## config.mk

```make
export PLATFORM = sky130hd
export DESIGN_NAME = remote_i2c_address_remap
export DESIGN_NICKNAME = d
export VERILOG_FILES = /design/src/verilog/remap_pkg.sv /design/src/verilog/remote_i2c_address_remap.sv /design/src/verilog/alias_decoder.sv
export SDC_FILE = /design/constraint.sdc
export NUM_CORES = 1
export LEC_CHECK = 0
export BUFFER_PORTS_ARGS = -buffer_cell sky130_fd_sc_hd__buf_2
export CORE_ASPECT_RATIO = 0.75
export CORE_MARGIN = 1.5
export CORE_UTILIZATION = 45
export DETAILED_ROUTE_END_ITERATION = 7
export GPL_TIMING_DRIVEN = 0
export MAX_ROUTING_LAYER = met4
export PLACE_DENSITY_LB_ADDON = 0.2
export SLEW_MARGIN = 20
export SYNTH_ARGS = -nofsm -noshare
export SYNTH_HDL_FRONTEND = slang
export SYNTH_SLANG_ARGS = --single-unit
export TNS_END_PERCENT = 5
```

## constraint.sdc

```tcl
create_clock -name pclk -period 2.6 [get_ports pclk]
set_clock_uncertainty 0.05 [all_clocks]
set_input_delay 0.39 -clock pclk [delete_from_list [all_inputs] [get_ports pclk]]
set_output_delay 0.39 -clock pclk [all_outputs]
set_load 0.02 [all_outputs]
```

## src/verilog/remap_pkg.sv

```systemverilog
`default_nettype none

package remap_pkg;

  // ----------------------------------------------------------------
  // geometry
  // ----------------------------------------------------------------
  localparam int unsigned SLOT_COUNT   = 8;
  localparam int unsigned I2C_ADDR_W   = 7;
  localparam int unsigned SLOT_IDX_W   = 3;
  localparam int unsigned APB_ADDR_W   = 8;
  localparam int unsigned APB_DATA_W   = 32;
  localparam int unsigned REG_W        = 8;
  localparam int unsigned FIELD_LSB    = 1;
  localparam int unsigned FIELD_MSB    = 7;

  // ----------------------------------------------------------------
  // register indices; byte address is four times the index
  // ----------------------------------------------------------------
  localparam logic [5:0] PHYS_ADDR_0_IDX  = 6'h08;
  localparam logic [5:0] PHYS_ADDR_1_IDX  = 6'h09;
  localparam logic [5:0] PHYS_ADDR_2_IDX  = 6'h0A;
  localparam logic [5:0] PHYS_ADDR_3_IDX  = 6'h0B;
  localparam logic [5:0] PHYS_ADDR_4_IDX  = 6'h0C;
  localparam logic [5:0] PHYS_ADDR_5_IDX  = 6'h0D;
  localparam logic [5:0] PHYS_ADDR_6_IDX  = 6'h0E;
  localparam logic [5:0] PHYS_ADDR_7_IDX  = 6'h0F;
  localparam logic [5:0] ALIAS_ADDR_0_IDX = 6'h10;
  localparam logic [5:0] ALIAS_ADDR_1_IDX = 6'h11;
  localparam logic [5:0] ALIAS_ADDR_2_IDX = 6'h12;
  localparam logic [5:0] ALIAS_ADDR_3_IDX = 6'h13;
  localparam logic [5:0] ALIAS_ADDR_4_IDX = 6'h14;
  localparam logic [5:0] ALIAS_ADDR_5_IDX = 6'h15;
  localparam logic [5:0] ALIAS_ADDR_6_IDX = 6'h16;
  localparam logic [5:0] ALIAS_ADDR_7_IDX = 6'h17;

  // ----------------------------------------------------------------
  // reset values
  // ----------------------------------------------------------------
  localparam logic [6:0]  SLOT_ADDR_RST = 7'h00;
  localparam logic [6:0]  ALIAS_OFF     = 7'h00;
  localparam logic [31:0] PRDATA_RST    = 32'h0000_0000;

  // ----------------------------------------------------------------
  // carriers
  // ----------------------------------------------------------------
  typedef struct packed {
    logic       valid;   // one-cycle address-phase strobe
    logic [6:0] addr;    // 7-bit target address from local controller
    logic       rnw;     // i2c direction bit, passed through
  } remap_req_s;

  typedef struct packed {
    logic       valid;   // one-cycle strobe toward control channel
    logic       hit;     // address was an enabled alias and got swapped
    logic [2:0] slot;    // matching slot, zero on a miss
    logic [6:0] addr;    // address to forward
    logic       rnw;     // direction bit
  } remap_rsp_s;

  typedef struct packed {
    logic       phys;
    logic       alias_hit;
    logic [2:0] slot;
  } reg_dec_s;

endpackage : remap_pkg

`default_nettype wire

```

## src/verilog/remote_i2c_address_remap.sv

```systemverilog
// Local design decision: the APB interface to the registers.
`default_nettype none

// Function
// - physical slot holds writable 7-bit address in bits 7:1; bit 0 reads zero.
// - transaction aimed at alias N goes out carrying slot N physical address when no lower slot holds the same alias.
// - alias slot holds 7-bit compare value in bits 7:1, reset zero.
// - an alias of zero matches nothing, so that slot stays disabled.

module remote_i2c_address_remap
  import remap_pkg::*;
#(
  parameter int unsigned SLOTS = SLOT_COUNT
) (
  input  wire logic        pclk,      // bus clock, 250 MHz
  input  wire logic        presetn,   // async reset, active low
  input  wire logic        psel,      // apb select
  input  wire logic        penable,   // apb access phase
  input  wire logic        pwrite,    // apb direction
  input  wire logic [7:0]  paddr,     // apb byte address
  input  wire logic [31:0] pwdata,    // apb write data
  input  wire logic [3:0]  pstrb,     // apb byte strobes
  output logic      [31:0] prdata,    // apb read data
  output logic             pready,    // apb ready
  output logic             pslverr,   // apb error on unmapped address
  input  wire remap_req_s  req,       // address phase from local controller
  output remap_rsp_s       fwd        // address phase toward control channel
);

  // ----------------------------------------------------------------
  // register decode
  // ----------------------------------------------------------------
  function automatic reg_dec_s decode_addr(input logic [7:0] a);
    reg_dec_s d;
    logic [5:0] idx;
    d   = '0;
    idx = a[7:2];
    if (a[1:0] == 2'b00) begin
      if ((idx >= PHYS_ADDR_0_IDX) && (idx <= PHYS_ADDR_7_IDX)) begin
        d.phys = 1'b1;
        d.slot = 3'(idx - PHYS_ADDR_0_IDX);
      end else if ((idx >= ALIAS_ADDR_0_IDX) && (idx <= ALIAS_ADDR_7_IDX)) begin
        d.alias_hit = 1'b1;
        d.slot      = 3'(idx - ALIAS_ADDR_0_IDX);
      end
    end
    return d;
  endfunction : decode_addr

  // read view of a slot field: field in 7:1, bit 0 and upper bits zero
  function automatic logic [31:0] field_word(input logic [6:0] f);
    return {24'h00_0000, f, 1'b0};
  endfunction : field_word

  reg_dec_s dec;
  logic     access;
  logic     done;
  logic     pready_r;

  assign dec    = decode_addr(paddr);
  assign access = psel && penable;
  assign done   = access && pready_r;

  // ----------------------------------------------------------------
  // apb slave: one wait state, every answer registered
  // ----------------------------------------------------------------
  logic        pready_nxt;
  logic        pslverr_r;
  logic        pslverr_nxt;
  logic [31:0] prdata_r;
  logic [31:0] prdata_nxt;

  logic [SLOTS-1:0][6:0] phys_r;
  logic [SLOTS-1:0][6:0] phys_nxt;
  logic [SLOTS-1:0][6:0] alias_r;
  logic [SLOTS-1:0][6:0] alias_nxt;

  always_comb begin
    pready_nxt  = access && !pready_r;
    pslverr_nxt = 1'b0;
    prdata_nxt  = PRDATA_RST;
    if (access && !pready_r) begin
      pslverr_nxt = !(dec.phys || dec.alias_hit);
      if (!pwrite) begin
        if (dec.phys) begin
          prdata_nxt = field_word(phys_r[dec.slot]);
        end else if (dec.alias_hit) begin
          prdata_nxt = field_word(alias_r[dec.slot]);
        end
      end
    end
  end

  always_ff @(posedge pclk or negedge presetn) begin
    if (!presetn) begin
      pready_r  <= 1'b0;
      pslverr_r <= 1'b0;
      prdata_r  <= PRDATA_RST;
    end else begin
      pready_r  <= pready_nxt;
      pslverr_r <= pslverr_nxt;
      prdata_r  <= prdata_nxt;
    end
  end

  assign pready  = pready_r;
  assign pslverr = pslverr_r;
  assign prdata  = prdata_r;

  // ----------------------------------------------------------------
  // slot registers
  // ----------------------------------------------------------------
  // bit 0 is never stored, so it cannot read back as anything but zero
  always_comb begin
    phys_nxt  = phys_r;
    alias_nxt = alias_r;
    if (done && pwrite && pstrb[0]) begin
      if (dec.phys) begin
        phys_nxt[dec.slot] = pwdata[FIELD_MSB:FIELD_LSB];
      end else if (dec.alias_hit) begin
        alias_nxt[dec.slot] = pwdata[FIELD_MSB:FIELD_LSB];
      end
    end
  end

  always_ff @(posedge pclk or negedge presetn) begin
    if (!presetn) begin
      for (int i = 0; i < SLOTS; i++) begin
        phys_r[i]  <= SLOT_ADDR_RST;
        alias_r[i] <= ALIAS_OFF;
      end
    end else begin
      phys_r  <= phys_nxt;
      alias_r <= alias_nxt;
    end
  end

  // ----------------------------------------------------------------
  // remap path
  // ----------------------------------------------------------------
  logic       dec_hit;
  logic [2:0] dec_slot;
  logic [6:0] dec_addr;

  alias_decoder #(
    .SLOTS      (SLOTS)
  ) u_alias_decoder (
    .alias_addr (alias_r),
    .phys_addr  (phys_r),
    .addr_in    (req.addr),
    .hit        (dec_hit),
    .slot       (dec_slot),
    .addr_out   (dec_addr)
  );

  remap_rsp_s fwd_r;
  remap_rsp_s fwd_nxt;

  // one register stage keeps the output glitch free toward the channel framer
  always_comb begin
    fwd_nxt = '0;
    if (req.valid) begin
      fwd_nxt.valid = 1'b1;
      fwd_nxt.hit   = dec_hit;
      fwd_nxt.slot  = dec_slot;
      fwd_nxt.addr  = dec_addr;
      fwd_nxt.rnw   = req.rnw;
    end
  end

  always_ff @(posedge pclk or negedge presetn) begin
    if (!presetn) begin
      fwd_r <= '0;
    end else begin
      fwd_r <= fwd_nxt;
    end
  end

  assign fwd = fwd_r;

  // per-slot match vector kept apart from the decoder, for the checks below only
  logic [SLOTS-1:0] alias_match;

  always_comb begin
    for (int i = 0; i < SLOTS; i++) begin
      alias_match[i] = (alias_r[i] != ALIAS_OFF) && (alias_r[i] == req.addr);
    end
  end

  // lower slots win on duplicate aliases, so each check requires no lower match
  for (genvar k = 0; k < SLOTS; k++) begin : g_pair_chk
    localparam logic [SLOTS-1:0] LOWER = SLOTS'((1 << k) - 1);

  end
endmodule : remote_i2c_address_remap

`default_nettype wire

```

## src/verilog/alias_decoder.sv

```systemverilog
`default_nettype none

module alias_decoder
  import remap_pkg::*;
#(
  parameter int unsigned SLOTS = SLOT_COUNT
) (
  input  wire logic [SLOTS-1:0][6:0] alias_addr,  // alias per slot
  input  wire logic [SLOTS-1:0][6:0] phys_addr,   // physical address per slot
  input  wire logic [6:0]            addr_in,     // incoming target address
  output logic                       hit,         // some enabled alias matched
  output logic [2:0]                 slot,        // lowest matching slot
  output logic [6:0]                 addr_out     // remapped or untouched address
);

  always_comb begin
    hit      = 1'b0;
    slot     = 3'h0;
    addr_out = addr_in;
    // descending scan so the lowest index wins on duplicate aliases
    for (int i = SLOTS - 1; i >= 0; i--) begin
      if ((alias_addr[i] != ALIAS_OFF) && (alias_addr[i] == addr_in)) begin
        hit      = 1'b1;
        slot     = 3'(i);
        addr_out = phys_addr[i];
      end
    end
  end

endmodule : alias_decoder

`default_nettype wire

```

Yosys cells after proc, flatten, opt, wreduce, memory -nomap -nowiden:

Cells that the tools add are included.

* register bits: 159
* bits of input ports: 58
* output and inout port bits: 47

* add/subtract/negate cells: 2
* $lt $le $gt $ge: 6
* eq/ne operators: 8
* mux-type cells: 43
* bitwise logic cells: 1
* reductions and logical operators: 30

Operator list (number)
* $bwmux W56: 2
* $mux W7: 11
* $eq A7 B7 Y1: 8
* $reduce_bool A7 Y1: 8
* $bmux W7 S3: 2
* $mux W8: 4
* $mux W3: 9
* $demux W7 S3: 1
* $logic_and A1 B1 Y1: 16
* $mux W13: 1
* $mux W1: 11
* $ge A6 B4 Y1 const B: 1
* $ge A6 B5 Y1 const B: 1
* $le A6 B4 Y1 const B: 1
* $le A6 B5 Y1 const B: 1
* $sub A3 B1 Y3 const B: 2
* $mux W5: 1
* $lt A3 B4 Y1 const B: 1
* $mux W4: 1
* $ge A3 B1 Y1 const B: 1
* $reduce_and A3 Y1: 1
* $logic_not A1 Y1: 2
* $logic_not A2 Y1: 1
* $reduce_and A2 Y1: 1
* 2 further kinds: 2

Longest topological paths before layout:

* depth after elaboration: 11
* depth in mapped cells: 9
* mapped depth without buffers: 6

Modules after synthesis:

A second synthesis with hierarchy kept.

* cells, all modules: 689
* area total of the unflattened synthesis: 7948.9 um2

Modules (own cells, without submodules)
* remote_i2c_address_remap: times used 1, cells an instance 481, area each 6378.6 um2, seq. area each 3353.2 um2
* alias_decoder: times used 1, cells an instance 208, area each 1570.3 um2, seq. area each 0.0 um2

Worst setup path after synthesis:

Ideal clock, no wire load.

* kind: reg-to-reg
* from: register pready_r (netlist: pready)
* to: register phys_r[49] in the netlist's numbering
* setup time: 0.125 ns
* arrival time: 1.970 ns
* path slack: 0.456 ns
* stages on the path, launching flop included: 8
* buffers on the path: 1
* period minus slack after synthesis: 2.144 ns
* path through: dfrtp_1 > nand3_1 > or2_2 > buf_2 > nor2_1 > nand3_2 > nor2_4 > mux2_2

* cells in the longest elaborated chain, start to end: 4

Ends and longest elaborated chain
* from (decl): RTL line remote_i2c_address_remap.sv:58 `logic pready_r;`
* from (signal assigned): RTL line remote_i2c_address_remap.sv:100 `pready_r <= pready_nxt;`
* $logic_and A1 B1 Y1: RTL line remote_i2c_address_remap.sv:62 `assign done = access && pready_r;`
* $logic_and A1 B1 Y1 (2 in a row): RTL line remote_i2c_address_remap.sv:117 `if (done && pwrite && pstrb[0]) begin`
* $reduce_and A2 Y1 (no source line)
* to (signal assigned): RTL line remote_i2c_address_remap.sv:133 `phys_r <= phys_nxt;`
* to (decl): RTL line remote_i2c_address_remap.sv:73 `logic [SLOTS-1:0][6:0] phys_r;`

Every way passes these cells.
A chain may end at the register's enable or synchronous reset.

==> impl_metrics.sql <==
INSERT INTO impl_metrics (metric_group, metric, value, unit) VALUES
('worst_setup_path', 'cpPeakStageDelay', '0.48', 'ns'),
('timing', 'setup_violations', '0', ''),
('clocking', 'clock_path_buffers', '2', ''),
('global_routing', 'globalRoute.totalOverflow', '0', ''),
('power_and_ir_drop', 'power.share.sequential', '41.7', '%'),
('worst_setup_path', 'worstPathBufferInverterCount', '1', ''),
('detailed_routing', 'drt_drc_violations_left', '0', ''),
('timing', 'timing.final.crit_share', '95.7', '%'),
('clocking', 'cts_inserted_buffers', '17', ''),
('worst_setup_path', 'crit-reg2reg-launch', 'alias_r[37]', ''),
('place', 'numPortBuffers', '44', ''),
('timing', 'max_freq', '402', 'MHz'),
('floorplanning', 'die_width', '155', 'µm'),
('synth', 'async_reset_ff_share', '100', '%'),
('synth', 'yosys.cell_types.count', '74', ''),
('detailed_routing', 'antenna_violating_nets_remaining', '0', ''),
('synth', 'synth.yosys.seq_area_share', '42.8', '%'),
('floorplanning', 'coreArea', '16900', 'µm²'),
('synth', 'postSynthCellCount', '679', ''),
('timing', 'postLayoutSetupSlackWorst', '0.113', 'ns'),
('detailed_routing', 'detailed_routing_iteration_count_for_the_pre_antenna_repair_pass', '5', ''),
('clocking', 'gates_resized_cts_repair', '0', ''),
('global_routing', 'groute.usage.overall', '31.7', '%'),
('worst_hold_path', 'hold_path.startpoint', 'req[8]', ''),
('worst_setup_path', 'critical_path_maximum_fanout', '10', ''),
('place', 'dpl_worst_slack', '-0.140', 'ns'),
('clocking', 'clkSinkCount', '134', ''),
('synth', 'syn_avg_cell_area', '11.5', 'µm²'),
('timing', 'measured_slew_at_the_worst_slew_check_pin', '0.963', 'ns'),
('run_status', 'result_of_the_run', 'finished, final reports clean', ''),
('worst_setup_path', 'timing.reg2reg.worst_path_depth', '7', ''),
('power_and_ir_drop', 'leakage', '0.00426', 'µW'),
('timing', 'rsz0062_at_grt', 'false', ''),
('worst_setup_path', 'critical_path.cell_chain', 'xor2_1 > nor3_2 > and3_4 > buf_6 > a2111oi_2 > o31ai_1 > o2bb2ai_1', ''),
('finish', 'nNetsFinal', '826', ''),
('finish', 'fill_cells', '1483', ''),
('worst_setup_path', 'timing.setup.critical_path_class', 'flop to flop', ''),
('timing', 'finalSetupTns', '0', 'ns'),
('clocking', 'cts_max_level', '4', ''),
('clocking', 'ctsRootBufferMaster', 'sky130_fd_sc_hd__clkbuf_16', ''),
('worst_setup_path', 'critical_path.reg2reg.endpoint', 'fwd[1]', ''),
('timing', 'max_slew_margin', '35.8', '%'),
('global_routing', 'antenna_found_initial', '0', ''),
('synth', 'syn-cell-area', '7840', 'µm²'),
('power_and_ir_drop', 'power_per_cell_area', '557', 'nW/µm²'),
('synth', 'synth_warnings', '0', ''),
('detailed_routing', 'post_drt_wl_per_cell', '27.0', 'µm'),
('worst_setup_path', 'r2r_slack', '0.11', 'ns'),
('synth', 'number_of_synthesized_flops_with_an_enable_pin', '0', ''),
('finish', 'synthesis_to_finish_area_growth', '15.4', '%'),
('timing', 'timing.final.hold_violations', '0', ''),
('place', 'place_congestion', '0.980', ''),
('floorplanning', 'core.rowCount', '41', ''),
('floorplanning', 'floorplan.die.height', '117', 'µm'),
('clocking', 'cts_hold_repair.buffers', '1', ''),
('global_routing', 'global_route_wire_length_before_repair', '40.0', 'mm'),
('synth', 'netlist_top_cells_count', 'sky130_fd_sc_hd__dfrtp_1, sky130_fd_sc_hd__mux2_2, sky130_fd_sc_hd__xor2_1, sky130_fd_sc_hd__nand2_1, sky130_fd_sc_hd__buf_4', ''),
('power_and_ir_drop', 'worst_ir_drop_vdd', '0.262', 'mV'),
('synth', 'synthDominantAreaCellType', 'sky130_fd_sc_hd__dfrtp_1', ''),
('synth', 'synth_top_area_share', '42.8', '%'),
('worst_hold_path', 'worst_hold_endpoint', 'fwd[12]', ''),
('clocking', 'clk-insertion-delay-late', '0.44', 'ns'),
('worst_setup_path', 'cp_slowest_cell', 'sky130_fd_sc_hd__o31ai_1', ''),
('power_and_ir_drop', 'combPwrFrac', '10.0', '%'),
('worst_setup_path', 'critPathTopFamily', 'simple AND/OR/NAND/NOR gates', ''),
('power_and_ir_drop', 'power.share.switching', '26.5', '%'),
('power_and_ir_drop', 'totalPowerFinal', '5040', 'µW'),
('synth', 'synth.area.top_cells', 'sky130_fd_sc_hd__dfrtp_1, sky130_fd_sc_hd__mux2_2, sky130_fd_sc_hd__xor2_1', ''),
('global_routing', 'grt_pass1_vias', '6116', ''),
('clocking', 'tritoncts', 'yes', ''),
('detailed_routing', 'dr_total_vias', '6295', '');
[cell type report]
type / count / area [µm²] / area share (%)
timing repair buffer: 46 / 268 / 2.96
antenna: 1 / 2.50 / 0.0277
inverter: 7 / 26.3 / 0.290
multi-input combinational: 496 / 4140 / 45.7
tap: 215 / 269 / 2.97
sequential: 134 / 3350 / 37.1
clock buffer: 19 / 453 / 5.01
buffer: 66 / 413 / 4.56
clock inverter: 11 / 128 / 1.41
[state kept, by name (all words and copies together), names as in the netlist]
name,count
alias_r,56
prdata,7
fwd,13
phys_r,56
pslverr,1
pready,1
[worst reg2reg max path: cells and delay by family, from the launching register on]
family / cells / cell delay, ns
xor gates and xnor gates: 1 / 0.19
and+or+nand+nor: 2 / 0.79
buffers and inverters: 1 / 0.16
AOI/OAI and AO/OA: 3 / 0.74
DFF: 1 / 0.47
[power by group through the flow]
stage	clock [µW]	sequential [µW]	combinational (µW)
2_1_floorplan	0	2150	274
3_3_place_gp	0	2140	473
3_5_place_dp	0	2140	488
4_1_cts	2450	2100	491
5_1_grt	2540	2100	533
6_report	2430	2100	503
[kinds of logic after synthesis]
logic type                Yosys count  synth area share, %
other                               1               0.0478
xor gates and xnor gates           54                 6.03
muxes                             137                 19.8
buffers and inverters              73                 5.60
DFF                               134                 42.8
and+or+nand+nor                   144                 12.1
AOI/OAI and AO/OA                 136                 13.7
[per-stage QoR]
stage	util [%]	instance area (µm²)
floorplan	-	7930
global placement	49.7	8420
detailed placement	49.9	8450
CTS	53.4	9040
global route	53.4	9040
finish	53.4	9050
[cell usage in the layout (no fill, tap or decap), drive strengths merged, types with 4 or more instances in the layout]
cell type    n
a2111oi      5
a211o        5
a211oi       5
a21oi       13
a221oi       4
a22oi        9
and2         4
and4         9
buf         94
clkbuf      36
clkinv       5
conb        25
dfrtp      134
inv          8
mux2       122
mux2i       13
nand2       26
nand2b       5
nand3       13
nand4        8
nand4b       4
nor2        30
nor3        18
nor4        12
o211a        5
o211ai       5
o21ai       13
o221ai      12
o22ai       19
o2bb2ai      5
o31a         4
o31ai        6
xnor2       22
xor2        32
[metal layers]
metal	vias up	GRT usage, %	part of all wire [%]
li1	2694	-	-
met2	331	45.0	42
met5	-	-	0
met4	0	9.65	1.9
met3	42	8.58	9.3
met1	3228	44.2	47
[worst max-delay path by stage]
stage / from / to / cells after the start
after floorplan: pready / phys_r[49] / 7
after global placement: presetn / phys_r[6] / 1
after detailed placement: paddr[4] / prdata[1] / 8
after CTS: alias_r[31] / fwd[1] / 7
after global routing: alias_r[31] / fwd[11] / 6
final: alias_r[37] / fwd[1] / 7
Note: power is estimated with default switching activity, not from simulation.
